$ cat src/verilog/mscr_defs.vh
/*
 * Shared constants of the status and system control register bank:
 * data memory addresses, field positions, reset values and ALU op codes.
 * Assumes it is included by bare name from the design files only.
 */
`ifndef MSCR_DEFS_VH
`define MSCR_DEFS_VH

// data memory addresses of the special function registers
`define MSCR_ADDR_PC_LOW        7'h06
`define MSCR_ADDR_STATUS        7'h0A
`define MSCR_ADDR_PORT_A_DATA   7'h10
`define MSCR_ADDR_PORT_A_DIR    7'h11
`define MSCR_ADDR_PORT_A_PULLUP 7'h12
`define MSCR_ADDR_PORT_A_WAKE   7'h13
`define MSCR_ADDR_PORT_B_DATA   7'h14
`define MSCR_ADDR_PORT_B_DIR    7'h15
`define MSCR_ADDR_PORT_B_PULLUP 7'h16
`define MSCR_ADDR_CTRL_A        7'h1A
`define MSCR_ADDR_CTRL_B        7'h1B

// status register fields
`define MSCR_ST_CARRY     0
`define MSCR_ST_AUX_CARRY 1
`define MSCR_ST_ZERO      2
`define MSCR_ST_OVERFLOW  3
`define MSCR_ST_POWER_DN  4
`define MSCR_ST_TIMEOUT   5
`define MSCR_ST_WR_MASK   8'h0F

// system control a fields and writable masks per variant
`define MSCR_CA_SYSCLK_SRC  0
`define MSCR_CA_SLOW_XTL_LP 1
`define MSCR_CA_DIV_PIN     2
`define MSCR_CA_PWM_PIN     3
`define MSCR_CA_PWM_TYPE    5
`define MSCR_CA_DIV_SRC     6
`define MSCR_CA_MASK_FULL   8'h6F
`define MSCR_CA_MASK_RED    8'h47

// system control b fields
`define MSCR_CB_WD_LSB      0
`define MSCR_CB_TB_LSB      4
`define MSCR_CB_EDGE_LSB    6
`define MSCR_WD_OFF_CODE    4'hA
`define MSCR_TB_BASE_LOG2   4'hA

// reset values
`define MSCR_RST_STATUS     8'h00
`define MSCR_RST_CTRL_A     8'h00
`define MSCR_RST_CTRL_B     8'h8A
`define MSCR_RST_DIR        8'hFF
`define MSCR_RST_ZERO       8'h00

// ALU flag operations
`define MSCR_OP_ADD   3'h0
`define MSCR_OP_ADDC  3'h1
`define MSCR_OP_SUB   3'h2
`define MSCR_OP_SUBC  3'h3
`define MSCR_OP_LOGIC 3'h4
`define MSCR_OP_RRC   3'h5
`define MSCR_OP_RLC   3'h6

`endif

$ cat src/verilog/mscr_alu_flags.v
/*
 * Combinational flag generator for the arithmetic status bits.
 * Assumes the caller registers the outputs and passes the logic
 * result on op_b for logic operations.
 */
`timescale 1ns/100ps
`include "mscr_defs.vh"

module mscr_alu_flags (
    input  wire [2:0] op,          // operation code
    input  wire [7:0] op_a,        // first operand
    input  wire [7:0] op_b,        // second operand or logic result
    input  wire       carry_in,    // current carry flag
    output reg  [7:0] result,      // operation result
    output reg  [3:0] flags,       // overflow, zero, aux carry, carry
    output reg  [3:0] flag_upd     // which of the flags update
);
    reg  [7:0] rhs;
    reg        cin;
    reg  [4:0] low_sum;
    reg  [7:0] low7_sum;
    reg  [8:0] full_sum;

    always @* begin
        rhs      = op_b;
        cin      = 1'b0;
        result   = op_b;
        flags    = 4'h0;
        flag_upd = 4'h0;
        case (op)
            `MSCR_OP_ADD:  cin = 1'b0;
            `MSCR_OP_ADDC: cin = carry_in;
            `MSCR_OP_SUB: begin
                rhs = ~op_b;
                cin = 1'b1;
            end
            `MSCR_OP_SUBC: begin
                rhs = ~op_b;
                cin = carry_in;
            end
            default: cin = 1'b0;
        endcase
        low_sum  = {1'b0, op_a[3:0]} + {1'b0, rhs[3:0]} + {4'h0, cin};
        low7_sum = {1'b0, op_a[6:0]} + {1'b0, rhs[6:0]} + {7'h00, cin};
        full_sum = {1'b0, op_a} + {1'b0, rhs} + {8'h00, cin};
        case (op)
            `MSCR_OP_ADD, `MSCR_OP_ADDC, `MSCR_OP_SUB, `MSCR_OP_SUBC: begin
                result   = full_sum[7:0];
                flags[0] = full_sum[8];
                flags[1] = low_sum[4];
                flags[2] = (full_sum[7:0] == 8'h00);
                flags[3] = low7_sum[7] ^ full_sum[8];
                flag_upd = 4'hF;
            end
            `MSCR_OP_LOGIC: begin
                result   = op_b;
                flags[2] = (op_b == 8'h00);
                flag_upd = 4'h4;
            end
            `MSCR_OP_RRC: begin
                result   = {carry_in, op_a[7:1]};
                flags[0] = op_a[0];
                flag_upd = 4'h1;
            end
            `MSCR_OP_RLC: begin
                result   = {op_a[6:0], carry_in};
                flags[0] = op_a[7];
                flag_upd = 4'h1;
            end
            default: flag_upd = 4'h0;
        endcase
    end
endmodule // mscr_alu_flags

$ cat src/verilog/mscr_regs.v
/*
 * Status and system control special function registers of the core:
 * program counter low byte, status flags, port direction, pull-high and
 * wake select, and the two system control registers with their decodes.
 * Assumes the core drives one data memory access per cycle on ref_clk,
 * reports instruction events as one-cycle pulses, and that pins are
 * asynchronous to ref_clk.
 */
// Notes on behaviour
// - writing counter low byte jumps within page
// - counter low write inserts one dummy cycle
// - status writes never touch timeout, power-down
// - timeout set by watchdog, cleared by power-up/instructions
// - power-down set by halt, cleared by power-up/clear watchdog
// - status not pushed on call or interrupt
// - top status bits zero; flags zero at reset
// - overflow is carry-in xor carry-out of msb
// - zero flag marks zero result
// - aux carry from low nibble, no-borrow sense
// - carry from add, no-borrow, or rotates
// - direction bit one input, zero output
// - wake select picks falling-edge wake pins
// - pull-up only while pin is input
// - divider source timer0/1 and pin use
// - pwm pin use, type, system timer clock
// - slow crystal quick start or low power
// - system clock source, only in combo config
// - reduced variant bits five to three zero
// - external interrupt edge decode
// - time-base period two to ten..thirteen
// - watchdog off only option off and 1010
`timescale 1ns/100ps
`include "mscr_defs.vh"

module mscr_regs #(
    parameter FULL_VARIANT = 1                 // 1: pwm and adc variant
) (
    input  wire       ref_clk,                 // system clock, 25 MHz
    input  wire       sys_rst,                 // power-on reset, sync, high
    input  wire [6:0] mem_addr,                // data memory address
    input  wire       mem_wr,                  // write strobe
    input  wire       mem_rd,                  // read strobe
    input  wire [7:0] mem_wdata,               // write data
    output reg  [7:0] rd_data_r,               // read data, next cycle
    output reg        rd_hit_r,                // read hit a register here
    input  wire [7:0] pc_low_cur,              // current counter low byte
    output reg        pc_low_load_r,           // load counter low byte
    output reg  [7:0] pc_low_value_r,          // new counter low byte
    output reg        dummy_cycle_r,           // insert one dummy cycle
    input  wire       alu_valid,               // alu operation this cycle
    input  wire [2:0] alu_op,                  // alu operation code
    input  wire [7:0] alu_a,                   // alu operand a
    input  wire [7:0] alu_b,                   // alu operand b
    output reg  [7:0] alu_result_r,            // alu result
    output reg        alu_done_r,              // alu result valid
    input  wire       watchdog_timeout,        // watchdog time-out pulse
    input  wire       clear_watchdog_exec,     // clear watchdog instr pulse
    input  wire       halt_exec,               // halt instruction pulse
    input  wire       sleep_mode,              // core is asleep
    input  wire       cfg_watchdog_opt,        // watchdog always-on option
    input  wire       cfg_fast_slow_combo,     // fast osc plus slow crystal
    input  wire [7:0] port_a_pin_in,           // port a pin levels
    output reg  [7:0] port_a_out_r,            // port a pin drive
    output reg  [7:0] port_a_oe_r,             // port a output enable
    output reg  [7:0] port_a_pullup_r,         // port a pull-up enable
    input  wire [1:0] port_b_pin_in,           // port b pin levels
    output reg  [1:0] port_b_out_r,            // port b pin drive
    output reg  [1:0] port_b_oe_r,             // port b output enable
    output reg  [1:0] port_b_pullup_r,         // port b pull-up enable
    output reg        wake_req_r,              // wake from sleep pulse
    output reg  [7:0] status_r,                // status register
    output reg        divider_source_timer1_r, // divider clocked by timer1
    output reg        divider_pin_en_r,        // divider output on pin
    output reg        pwm_pin_en_r,            // pwm output on pin
    output reg        pwm_type_7p1_r,          // pwm 7+1 type
    output reg        timer_clk_from_sys_r,    // timer clock is system clock
    output reg        slow_crystal_lp_r,       // slow crystal low power
    output reg        sysclk_slow_r,           // slow crystal runs system
    output reg        fast_osc_stop_r,         // stop fast oscillator
    output reg        ext_irq_rise_en_r,       // irq on rising edge
    output reg        ext_irq_fall_en_r,       // irq on falling edge
    output reg  [3:0] timebase_log2_r,         // time-base period exponent
    output reg        watchdog_enabled_r       // watchdog running
);
    localparam [7:0] CTRL_A_MASK = (FULL_VARIANT != 0) ? `MSCR_CA_MASK_FULL
                                                       : `MSCR_CA_MASK_RED;

    reg  [7:0] ctrl_a_r;
    reg  [7:0] ctrl_b_r;
    reg  [7:0] port_a_dir_r;
    reg  [7:0] port_a_pu_sel_r;
    reg  [7:0] port_a_wake_sel_r;
    reg  [7:0] port_a_latch_r;
    reg  [1:0] port_b_dir_r;
    reg  [1:0] port_b_pu_sel_r;
    reg  [1:0] port_b_latch_r;
    reg  [7:0] pa_meta_r;
    reg  [7:0] pa_sync_r;
    reg  [7:0] pa_prev_r;
    reg  [1:0] pb_meta_r;
    reg  [1:0] pb_sync_r;
    reg  [7:0] status_nxt;
    reg  [7:0] rd_data_nxt;
    reg        rd_hit_nxt;
    wire [7:0] alu_result;
    wire [3:0] alu_flags;
    wire [3:0] alu_upd;
    wire [7:0] pa_fall;
    wire [7:0] pa_read;
    wire [1:0] pb_read;
    wire       wr_pc_low;
    wire       wr_status;
    wire       ca_wr;
    wire       cb_wr;

    assign wr_pc_low = mem_wr && (mem_addr == `MSCR_ADDR_PC_LOW);
    assign wr_status = mem_wr && (mem_addr == `MSCR_ADDR_STATUS);
    assign ca_wr     = mem_wr && (mem_addr == `MSCR_ADDR_CTRL_A);
    assign cb_wr     = mem_wr && (mem_addr == `MSCR_ADDR_CTRL_B);

    mscr_alu_flags u_flags (
        .op       (alu_op),
        .op_a     (alu_a),
        .op_b     (alu_b),
        .carry_in (status_r[`MSCR_ST_CARRY]),
        .result   (alu_result),
        .flags    (alu_flags),
        .flag_upd (alu_upd)
    );

    // counter low byte: the core owns the upper bits, so only the low
    // byte is replaced and the jump stays inside the current page
    always @(posedge ref_clk) begin
        if (sys_rst) begin
            pc_low_load_r  <= 1'b0;
            pc_low_value_r <= 8'h00;
            dummy_cycle_r  <= 1'b0;
        end else begin
            pc_low_load_r  <= wr_pc_low;
            dummy_cycle_r  <= wr_pc_low;
            if (wr_pc_low) begin
                pc_low_value_r <= mem_wdata;
            end
        end
    end

    // status next value; the register has no stack path, software saves it
    always @* begin
        status_nxt = status_r;
        if (alu_valid) begin
            if (alu_upd[0]) status_nxt[`MSCR_ST_CARRY]     = alu_flags[0];
            if (alu_upd[1]) status_nxt[`MSCR_ST_AUX_CARRY] = alu_flags[1];
            if (alu_upd[2]) status_nxt[`MSCR_ST_ZERO]      = alu_flags[2];
            if (alu_upd[3]) status_nxt[`MSCR_ST_OVERFLOW]  = alu_flags[3];
        end
        // an explicit write to the register beats flags of the same cycle
        if (wr_status) begin
            status_nxt = (status_nxt & ~`MSCR_ST_WR_MASK) | (mem_wdata & `MSCR_ST_WR_MASK);
        end
        if (clear_watchdog_exec || halt_exec) begin
            status_nxt[`MSCR_ST_TIMEOUT] = 1'b0;
        end
        if (watchdog_timeout) begin
            status_nxt[`MSCR_ST_TIMEOUT] = 1'b1;
        end
        if (clear_watchdog_exec) begin
            status_nxt[`MSCR_ST_POWER_DN] = 1'b0;
        end
        if (halt_exec) begin
            status_nxt[`MSCR_ST_POWER_DN] = 1'b1;
        end
        status_nxt[7:6] = 2'b00;
    end

    always @(posedge ref_clk) begin
        if (sys_rst) begin
            status_r     <= `MSCR_RST_STATUS;
            alu_result_r <= 8'h00;
            alu_done_r   <= 1'b0;
        end else begin
            status_r     <= status_nxt;
            alu_done_r   <= alu_valid;
            if (alu_valid) begin
                alu_result_r <= alu_result;
            end
        end
    end

    // configuration registers written by the core
    always @(posedge ref_clk) begin
        if (sys_rst) begin
            ctrl_a_r          <= `MSCR_RST_CTRL_A;
            ctrl_b_r          <= `MSCR_RST_CTRL_B;
            port_a_dir_r      <= `MSCR_RST_DIR;
            port_b_dir_r      <= 2'b11;
            port_a_pu_sel_r   <= `MSCR_RST_ZERO;
            port_b_pu_sel_r   <= 2'b00;
            port_a_wake_sel_r <= `MSCR_RST_ZERO;
            port_a_latch_r    <= `MSCR_RST_ZERO;
            port_b_latch_r    <= 2'b00;
        end else if (mem_wr) begin
            case (mem_addr)
                `MSCR_ADDR_CTRL_A:        ctrl_a_r <= mem_wdata & CTRL_A_MASK;
                `MSCR_ADDR_CTRL_B:        ctrl_b_r <= mem_wdata;
                `MSCR_ADDR_PORT_A_DIR:    port_a_dir_r <= mem_wdata;
                `MSCR_ADDR_PORT_B_DIR:    port_b_dir_r <= mem_wdata[1:0];
                `MSCR_ADDR_PORT_A_PULLUP: port_a_pu_sel_r <= mem_wdata;
                `MSCR_ADDR_PORT_B_PULLUP: port_b_pu_sel_r <= mem_wdata[1:0];
                `MSCR_ADDR_PORT_A_WAKE:   port_a_wake_sel_r <= mem_wdata;
                `MSCR_ADDR_PORT_A_DATA:   port_a_latch_r <= mem_wdata;
                `MSCR_ADDR_PORT_B_DATA:   port_b_latch_r <= mem_wdata[1:0];
                default:                  ctrl_b_r <= ctrl_b_r;
            endcase
        end
    end

    // pins are asynchronous; two flops before anything reads them
    always @(posedge ref_clk) begin
        if (sys_rst) begin
            pa_meta_r <= 8'h00;
            pa_sync_r <= 8'h00;
            pa_prev_r <= 8'h00;
            pb_meta_r <= 2'b00;
            pb_sync_r <= 2'b00;
        end else begin
            pa_meta_r <= port_a_pin_in;
            pa_sync_r <= pa_meta_r;
            pa_prev_r <= pa_sync_r;
            pb_meta_r <= port_b_pin_in;
            pb_sync_r <= pb_meta_r;
        end
    end

    // per pin: read source follows direction, port a falling edge feeds wake
    genvar gi;
    generate
        for (gi = 0; gi < 8; gi = gi + 1) begin : g_port_a
            assign pa_read[gi] = port_a_dir_r[gi] ? pa_sync_r[gi]
                                                  : port_a_latch_r[gi];
            assign pa_fall[gi] = port_a_wake_sel_r[gi] & pa_prev_r[gi]
                                 & ~pa_sync_r[gi];
        end
        for (gi = 0; gi < 2; gi = gi + 1) begin : g_port_b
            assign pb_read[gi] = port_b_dir_r[gi] ? pb_sync_r[gi]
                                                  : port_b_latch_r[gi];
        end
    endgenerate

    always @(posedge ref_clk) begin
        if (sys_rst) begin
            port_a_out_r    <= 8'h00;
            port_a_oe_r     <= 8'h00;
            port_a_pullup_r <= 8'h00;
            port_b_out_r    <= 2'b00;
            port_b_oe_r     <= 2'b00;
            port_b_pullup_r <= 2'b00;
            wake_req_r      <= 1'b0;
        end else begin
            port_a_out_r    <= port_a_latch_r;
            port_a_oe_r     <= ~port_a_dir_r;
            port_a_pullup_r <= port_a_pu_sel_r & port_a_dir_r;
            port_b_out_r    <= port_b_latch_r;
            port_b_oe_r     <= ~port_b_dir_r;
            port_b_pullup_r <= port_b_pu_sel_r & port_b_dir_r;
            wake_req_r      <= sleep_mode && (pa_fall != 8'h00);
        end
    end

    // decoded controls lag the register by one cycle to stay flop-driven
    always @(posedge ref_clk) begin
        if (sys_rst) begin
            divider_source_timer1_r <= 1'b0;
            divider_pin_en_r        <= 1'b0;
            pwm_pin_en_r            <= 1'b0;
            pwm_type_7p1_r          <= 1'b0;
            timer_clk_from_sys_r    <= 1'b0;
            slow_crystal_lp_r       <= 1'b0;
            sysclk_slow_r           <= 1'b0;
            fast_osc_stop_r         <= 1'b0;
            ext_irq_rise_en_r       <= 1'b0;
            ext_irq_fall_en_r       <= 1'b0;
            timebase_log2_r         <= `MSCR_TB_BASE_LOG2;
            watchdog_enabled_r      <= 1'b1;
        end else begin
            divider_source_timer1_r <= ctrl_a_r[`MSCR_CA_DIV_SRC];
            divider_pin_en_r        <= ctrl_a_r[`MSCR_CA_DIV_PIN];
            pwm_pin_en_r            <= ctrl_a_r[`MSCR_CA_PWM_PIN];
            pwm_type_7p1_r          <= ctrl_a_r[`MSCR_CA_PWM_TYPE];
            timer_clk_from_sys_r    <= ctrl_a_r[`MSCR_CA_PWM_PIN];
            slow_crystal_lp_r       <= ctrl_a_r[`MSCR_CA_SLOW_XTL_LP];
            // clock source bit is ignored unless the combo config is fused
            sysclk_slow_r   <= ctrl_a_r[`MSCR_CA_SYSCLK_SRC] & cfg_fast_slow_combo;
            fast_osc_stop_r <= ctrl_a_r[`MSCR_CA_SYSCLK_SRC] & cfg_fast_slow_combo;
            ext_irq_rise_en_r <= ctrl_b_r[`MSCR_CB_EDGE_LSB];
            ext_irq_fall_en_r <= ctrl_b_r[`MSCR_CB_EDGE_LSB + 1];
            timebase_log2_r   <= `MSCR_TB_BASE_LOG2
                                 + {2'b00, ctrl_b_r[`MSCR_CB_TB_LSB +: 2]};
            watchdog_enabled_r <= cfg_watchdog_opt
                || (ctrl_b_r[`MSCR_CB_WD_LSB +: 4] != `MSCR_WD_OFF_CODE);
        end
    end

    // read mux; unmapped addresses answer zero and drop the hit flag
    always @* begin
        rd_data_nxt = 8'h00;
        rd_hit_nxt  = 1'b1;
        case (mem_addr)
            `MSCR_ADDR_PC_LOW:        rd_data_nxt = pc_low_cur;
            `MSCR_ADDR_STATUS:        rd_data_nxt = status_r;
            `MSCR_ADDR_CTRL_A:        rd_data_nxt = ctrl_a_r & CTRL_A_MASK;
            `MSCR_ADDR_CTRL_B:        rd_data_nxt = ctrl_b_r;
            `MSCR_ADDR_PORT_A_DIR:    rd_data_nxt = port_a_dir_r;
            `MSCR_ADDR_PORT_B_DIR:    rd_data_nxt = {6'h00, port_b_dir_r};
            `MSCR_ADDR_PORT_A_PULLUP: rd_data_nxt = port_a_pu_sel_r;
            `MSCR_ADDR_PORT_B_PULLUP: rd_data_nxt = {6'h00, port_b_pu_sel_r};
            `MSCR_ADDR_PORT_A_WAKE:   rd_data_nxt = port_a_wake_sel_r;
            `MSCR_ADDR_PORT_A_DATA:   rd_data_nxt = pa_read;
            `MSCR_ADDR_PORT_B_DATA:   rd_data_nxt = {6'h00, pb_read};
            default:                  rd_hit_nxt  = 1'b0;
        endcase
    end

    always @(posedge ref_clk) begin
        if (sys_rst) begin
            rd_data_r <= 8'h00;
            rd_hit_r  <= 1'b0;
        end else if (mem_rd) begin
            rd_data_r <= rd_data_nxt;
            rd_hit_r  <= rd_hit_nxt;
        end else begin
            rd_hit_r  <= 1'b0;
        end
    end
endmodule // mscr_regs

$ cat config.mk
export PLATFORM = sky130hd
export DESIGN_NAME = mscr_regs
export DESIGN_NICKNAME = d
export VERILOG_FILES = /design/src/verilog/mscr_alu_flags.v /design/src/verilog/mscr_regs.v
export VERILOG_INCLUDE_DIRS = /design/src /design/src/verilog
export SDC_FILE = /design/constraint.sdc
export NUM_CORES = 1
export LEC_CHECK = 0
export ABC_CLOCK_PERIOD_IN_PS = 3450
export BUFFER_PORTS_ARGS = -buffer_cell sky130_fd_sc_hd__buf_2
export CELL_PAD_IN_SITES_DETAIL_PLACEMENT = 1
export CELL_PAD_IN_SITES_GLOBAL_PLACEMENT = 1
export CORE_AREA = 4 4 160 162
export DETAILED_ROUTE_END_ITERATION = 16
export DIE_AREA = 0 0 164 166
export PLACE_DENSITY_LB_ADDON = 0.1
export SYNTH_ARGS = -nofsm -noshare
export SYNTH_HDL_FRONTEND = slang
export SYNTH_HIERARCHICAL = 1
export SYNTH_SLANG_ARGS = --single-unit
export TNS_END_PERCENT = 1
$ cat constraint.sdc
create_clock -name ref_clk -period 3.45 [get_ports ref_clk]
set_input_delay 0.345 -clock ref_clk [delete_from_list [all_inputs] [get_ports ref_clk]]
set_output_delay 0.345 -clock ref_clk [all_outputs]
set_load 0.005 [all_outputs]
==> reports/qor.yml, run 1 <==
stdcell_count: 1170
dp_hpwl_mm: 17.91
cpMaxStageDelayCell: "fa_1"
final.setup.tns_ps: 0
ff_latch_area_um2: 3123
fin_crit_sh_pct: 84.22
drt-met1-wl_mm: 11.08
fin_util_pct: 34.41
place_area_um2: 7729
crit_chain: "and2_1 > o21ai_1 > fa_1 > fa_1 > nor2b_1 > o22ai_1 > xor2_1 > nand3_1 > o41ai_2 > mux2i_1 > a211oi_1"
hold_ws_ps: 129.4
max_cap_violations: 0
diodes: 0
clockBufferDepth: 2
synth_enable_flop_cells: 0
p_leak_nw: 3.737
multi_input_area_um2: 3281
status: "completed"
cp.required_ps: 3780
detail_route.wl_per_cell_um: 20.29
critical_path_class: "flip-flop to flip-flop"
layout_setup_ws_ps: 544.4
grt-ovfl-total: 0
yosysWarnings: 6
core_area_um2: 24110
grt_max_degree: 65
viasPerCell: 4.791
area_delta_synth_final_pct: 23.77
synth-main-ff-cell: "dfxtp_1"
finalMaxSlewViolations: 0
worst_slew_pin_slew_ps: 667.2
arrival_ps: 3230
cp-start-kind: "flip-flop"
hp-class: "input port to flip-flop"
io_pins: 145
cts_tree: "yes"
cts.sinks: 156
drcViolationCount: 0
cts.clk_slew.worst_paths_ps: 70
netlist_instances: 705
syn_area_per_cell_um2: 9.506
yosysTopAreaCell: "dfxtp_1"
cts_hold_buf: 0
rows: 57
clock_skew_ps: 8.068
ys_types: 64
slew_headroom_pct: 55.52
max_stage_delay_ps: 480
grt_antenna_before_repair: 0
initial_core_util_pct: 27.80
grt_pass1_wl_mm: 36.55
ant_nets: 0
yosysTopAreaCellShare_pct: 46.60
final_common_cell: "dfxtp_1"
dp.cells: 1141
insertion_delay_ps: 420
path_common_cell: "fa_1"
dr.max_layer_used: "met4"
grt_pass1_vias: 5923
synth.area.top_cells: "dfxtp_1 47%, mux2i_1 12%, nor2b_1 5.3%"
n_fill_cell: 2822
pre_cts_ws_ps: 212.3
htreeDepth: 4
ir_worst_vdd_mv: 0.2534
endpoint_kind: "flip-flop"
die_y_um: 166
wl_met3_mm: 1.101
max_freq_mhz: 344.2
drt-initial-drc-count: 263
power_density_nw_per_um2: 499.5
cp_max_fo: 2
nets: 908
cts_resized: 0
wl_met2_mm: 11.35
vias: 5606
clockRootBuffer: "clkbuf_16"
drive_gt1_share_pct: 25.06
hold_path_depth: 2
synth-seq-cells: 156
firstDrtPassIters: 4
reg2reg_depth: 11
totalWireLength_mm: 23.74
numCtsBuffers: 17
setup_viol: 0
p_total_mw: 4.143
die_area_um2: 27220
stdcell_area_um2: 8294
post-route-min-period_ps: 2906
gp_congestion: 0.8361
die_x_um: 164
ys_seq_area_share_pct: 46.60
synthArstFlopShare_pct: 0
rsz0062_at_grt: "no"
port_buffers: 141
synth.cell_area_um2: 6701
finalHoldViolations: 0
cts_setup_buffers: 0
grtUsageTotal_pct: 17.54
final_cell_mix: "156 x dfxtp_1, 140 x buf_2, 86 x nor2_1"
==> cells by family (layout without fill, tap and decap cells) <==
| kind of cell | count (synthesis) | in the layout | share of synthesized area, % |
|---|---|---|---|
| compound gates | 95 | 95 | 10.14 |
| xor+xnor | 15 | 15 | 1.960 |
| fa+ha+maj | 9 | 9 | 1.904 |
| buf+inv | 65 | 205 | 4.499 |
| flops | 156 | 156 | 46.60 |
| mux | 90 | 90 | 13.67 |
| other cells | 2 | 3 | 0.1121 |
| simple gates | 273 | 273 | 21.12 |
==> layer usage <==
layer / global-route usage (%) / vias to the layer above
met5: 0 / -
met4: 3.282 / 0
li1: - / 2701
met3: 3.649 / 12
met2: 29.16 / 140
met1: 23.71 / 2753
==> synthesized netlist by cell type (7+ instances only) <==
| cell | number |
|---|---|
| nor3_1 | 7 |
| a21oi_1 | 19 |
| o211ai_1 | 7 |
| nand3b_1 | 9 |
| mux2i_1 | 78 |
| dfxtp_1 | 156 |
| nor2_1 | 86 |
| nand3_1 | 26 |
| nand2_1 | 43 |
| buf_4 | 10 |
| nor2b_1 | 57 |
| and3_1 | 16 |
| buf_2 | 9 |
| clkbuf_1 | 26 |
| o21ai_0 | 15 |
| inv_1 | 13 |
| a211oi_1 | 10 |
| ha_1 | 7 |
| mux2_2 | 9 |
| xnor2_1 | 10 |
==> worst paths after layout <==
kind,to,slack (ps),startpoint
setup reg to reg,status_r[2]$_SDFFE_PP0P_,540,status_r[0]$_SDFFE_PP0P_
hold / removal,pb_meta_r[1]$_SDFF_PP0_,130,port_b_pin_in[1]
setup / recovery,status_r[2]$_SDFFE_PP0P_,540,status_r[0]$_SDFFE_PP0P_
hold reg to reg,pb_sync_r[1]$_SDFF_PP0_,440,pb_meta_r[1]$_SDFF_PP0_
==> area by class of cell <==
cell class / instances / area share (%)
Multi-Input combinational cell: 485 / 39.55
Sequential cell: 156 / 37.65
Timing Repair Buffer: 162 / 10.44
Clock buffer: 18 / 5.174
Tap cell: 324 / 4.888
Clock inverter: 11 / 1.644
Inverter: 14 / 0.6487
==> critical path: cells and delay by family, from the launching register on <==
| kind | cells | cell delay [ps] |
|---|---|---|
| AOI/OAI and AO/OA | 4 | 710 |
| xor gates and xnor gates | 1 | 200 |
| adders and majority gates | 2 | 930 |
| DFF | 1 | 340 |
| muxes | 1 | 130 |
| and+or+nand+nor | 3 | 510 |
==> registers in the layout, indices dropped and copies added, names as in the netlist, 3 cells and up <==
name	cells
port_a_pullup_r	8
port_a_wake_sel_r	8
port_a_latch_r	8
port_a_dir_r	8
alu_result_r	8
timebase_log2_r	3
pc_low_value_r	8
pa_prev_r	8
ctrl_b_r	8
port_a_oe_r	8
port_a_out_r	8
pa_meta_r	8
rd_data_r	8
port_a_pu_sel_r	8
status_r	6
ctrl_a_r	6
pa_sync_r	8
==> where the power goes <==
part / internal [mW] / leakage, nW / switching, mW / total (mW)
combinational: 0.164 / 2.20 / 0.257 / 0.421
sequential: 1.83 / 1.27 / 0.0205 / 1.85
clock: 1.07 / 0.275 / 0.799 / 1.87
total: 3.07 / 3.74 / 1.08 / 4.14
Power figures use the tool's default switching activity.
==> inputs of run 2 (changes only) <==
ABC_CLOCK_PERIOD_IN_PS = 2900   (was 3450)
clock period = 2.9 ns   (was 3.45 ns; I/O delays follow)
==> reports/qor.yml, run 2 (synthesis results as in run 1) <==
wl_met2_mm: 11.03
stdcell_area_um2: 8491
htreeDepth: 4
grt_antenna_before_repair: 0
arrival_ps: 3040
final.setup.tns_ps: 0
cts.clk_slew.worst_paths_ps: 60
worstSetupStartpoint: "status_r[0]$_SDFFE_PP0P_"
grt_pass1_vias: 5970
drive_gt1_share_pct: 26.29
rows: 57
max_stage_delay_ps: 410
worst_slew_pin_slew_ps: 630.9
clkPwrFrac_pct: 48.6
swShare_pct: 23.66
grt-ovfl-total: 0
max_cap_violations: 0
diodes: 0
wl_met3_mm: 1.067
drt-met1-wl_mm: 10.60
p_leak_nw: 3.833
clock_skew_ps: 8.048
initial_core_util_pct: 27.80
fin_crit_sh_pct: 93.18
port_buffers: 141
viasPerCell: 4.734
hp-class: "input port to flip-flop"
critical_path_class: "flip-flop to flip-flop"
ff2ff_setup_slack_ps: 200
reg2reg_depth: 11
endpoint_kind: "flip-flop"
grt_pass1_wl_mm: 35.71
dp_hpwl_mm: 17.36
nets: 916
cpMaxStageDelayCell: "fa_2"
max_freq_mhz: 370.1
vias: 5586
gp_congestion: 0.8238
combinationalPowerShare_pct: 9.7
layout_setup_ws_ps: 197.8
n_fill_cell: 2857
finalHoldViolations: 0
final_common_cell: "dfxtp_1"
cts_hold_buf: 0
cp.required_ps: 3240
detail_route.wl_per_cell_um: 19.55
worstReg2RegStart: "status_r[0]$_SDFFE_PP0P_"
die_area_um2: 27220
clockBufferDepth: 2
power_density_nw_per_um2: 622.7
setup_viol: 0
area_delta_synth_final_pct: 26.70
finalMaxSlewViolations: 0
ir_worst_vdd_mv: 0.3033
cts_tree: "yes"
insertion_delay_ps: 420
firstDrtPassIters: 4
final_cell_mix: "156 x dfxtp_1, 140 x buf_2, 86 x nor2_1"
hold_path_depth: 2
place_area_um2: 7809
grt_max_degree: 116
io_pins: 145
cp_max_fo: 2
intPower_mw: 4.036
totalWireLength_mm: 23.07
slew_headroom_pct: 57.78
power.switching_mw: 1.251
hold_ws_ps: 76.44
regToRegEndpoint: "status_r[2]$_SDFFE_PP0P_"
crit_chain: "and2_1 > o21ai_1 > fa_2 > fa_2 > nor2b_2 > o2111ai_1 > nand3b_1 > xor2_1 > o41ai_2 > mux2i_1 > a211oi_1"
cts.sinks: 156
cp-start-kind: "flip-flop"
ant_nets: 0
core_area_um2: 24110
post-route-min-period_ps: 2702
p_seq_share_pct: 41.7
drcViolationCount: 0
die_y_um: 166
die_x_um: 164
crit_path_end: "status_r[2]$_SDFFE_PP0P_"
grtUsageTotal_pct: 17.14
status: "completed"
rsz0062_at_grt: "no"
clockRootBuffer: "clkbuf_16"
dr.max_layer_used: "met4"
drt-initial-drc-count: 252
path_common_cell: "fa_2"
pre_cts_ws_ps: -126.8
numCtsBuffers: 17
-- run 2: per-layer routing --
| metal | global-route usage, % | up-vias |
|---|---|---|
| li1 | - | 2726 |
| met5 | 0 | - |
| met2 | 27.99 | 139 |
| met4 | 4.595 | 0 |
| met1 | 22.86 | 2699 |
| met3 | 3.797 | 22 |
-- run 2: power groups by stage --
stage	clock network (mW)	registers (mW)	logic [mW]
finish	2.57	2.20	0.513
floorplan	0	2.24	0.306
global placement	0	2.25	0.508
detailed placement	0	2.25	0.516
global route	2.73	2.21	0.569
CTS	2.65	2.20	0.519
-- run 2: cell type report --
class / instances / area [µm²] / share of cell area [%]
Clock buffer: 19 / 442.9 / 5.217
Clock inverter: 12 / 234.0 / 2.756
Inverter: 14 / 53.80 / 0.6337
Multi-Input combinational cell: 485 / 3293 / 38.79
Sequential cell: 156 / 3123 / 36.78
Tap cell: 324 / 405.4 / 4.775
Timing Repair Buffer: 170 / 938.4 / 11.05
-- run 2: worst max-delay path, delay by kind of cell (launching register included) --
kind,cells,cell delay [ps]
and+or+nand+nor,3,440
adders and majority gates,2,820
muxes,1,110
xor gates and xnor gates,1,100
DFF,1,360
AOI/OAI and AO/OA,4,790
-- run 2: worst min path at each step --
stage                                   from                       endpoint  slack (ps)
finish                      port_a_pin_in[0]        pa_meta_r[0]$_SDFF_PP0_          80
global route                port_b_pin_in[1]        pb_meta_r[1]$_SDFF_PP0_          60
CTS                         port_a_pin_in[0]        pa_meta_r[0]$_SDFF_PP0_          50
detailed placement   pa_meta_r[7]$_SDFF_PP0_        pa_sync_r[7]$_SDFF_PP0_         430
global placement     pa_meta_r[4]$_SDFF_PP0_        pa_sync_r[4]$_SDFF_PP0_         430
floorplan           ctrl_b_r[1]$_SDFFE_PP1P_  watchdog_enabled_r$_SDFF_PP1_         390
-- run 2: timing repair --
| action | in CTS | in global routing |
|---|---|---|
| resized for setup | 0 | 2 |
| setup endpoints to repair | 0 | 2 |
| buffers inserted | 0 | 0 |
-- run 2: metrics by stage --
step	power (mW)	utilization [%]	instances
5_1_grt	5.509	35.22	1180
3_3_place_gp	2.760	32.39	1149
4_1_cts	5.376	35.20	1180
3_5_place_dp	2.766	32.39	1149
6_report	5.287	35.22	1180
2_1_floorplan	2.551	-	706
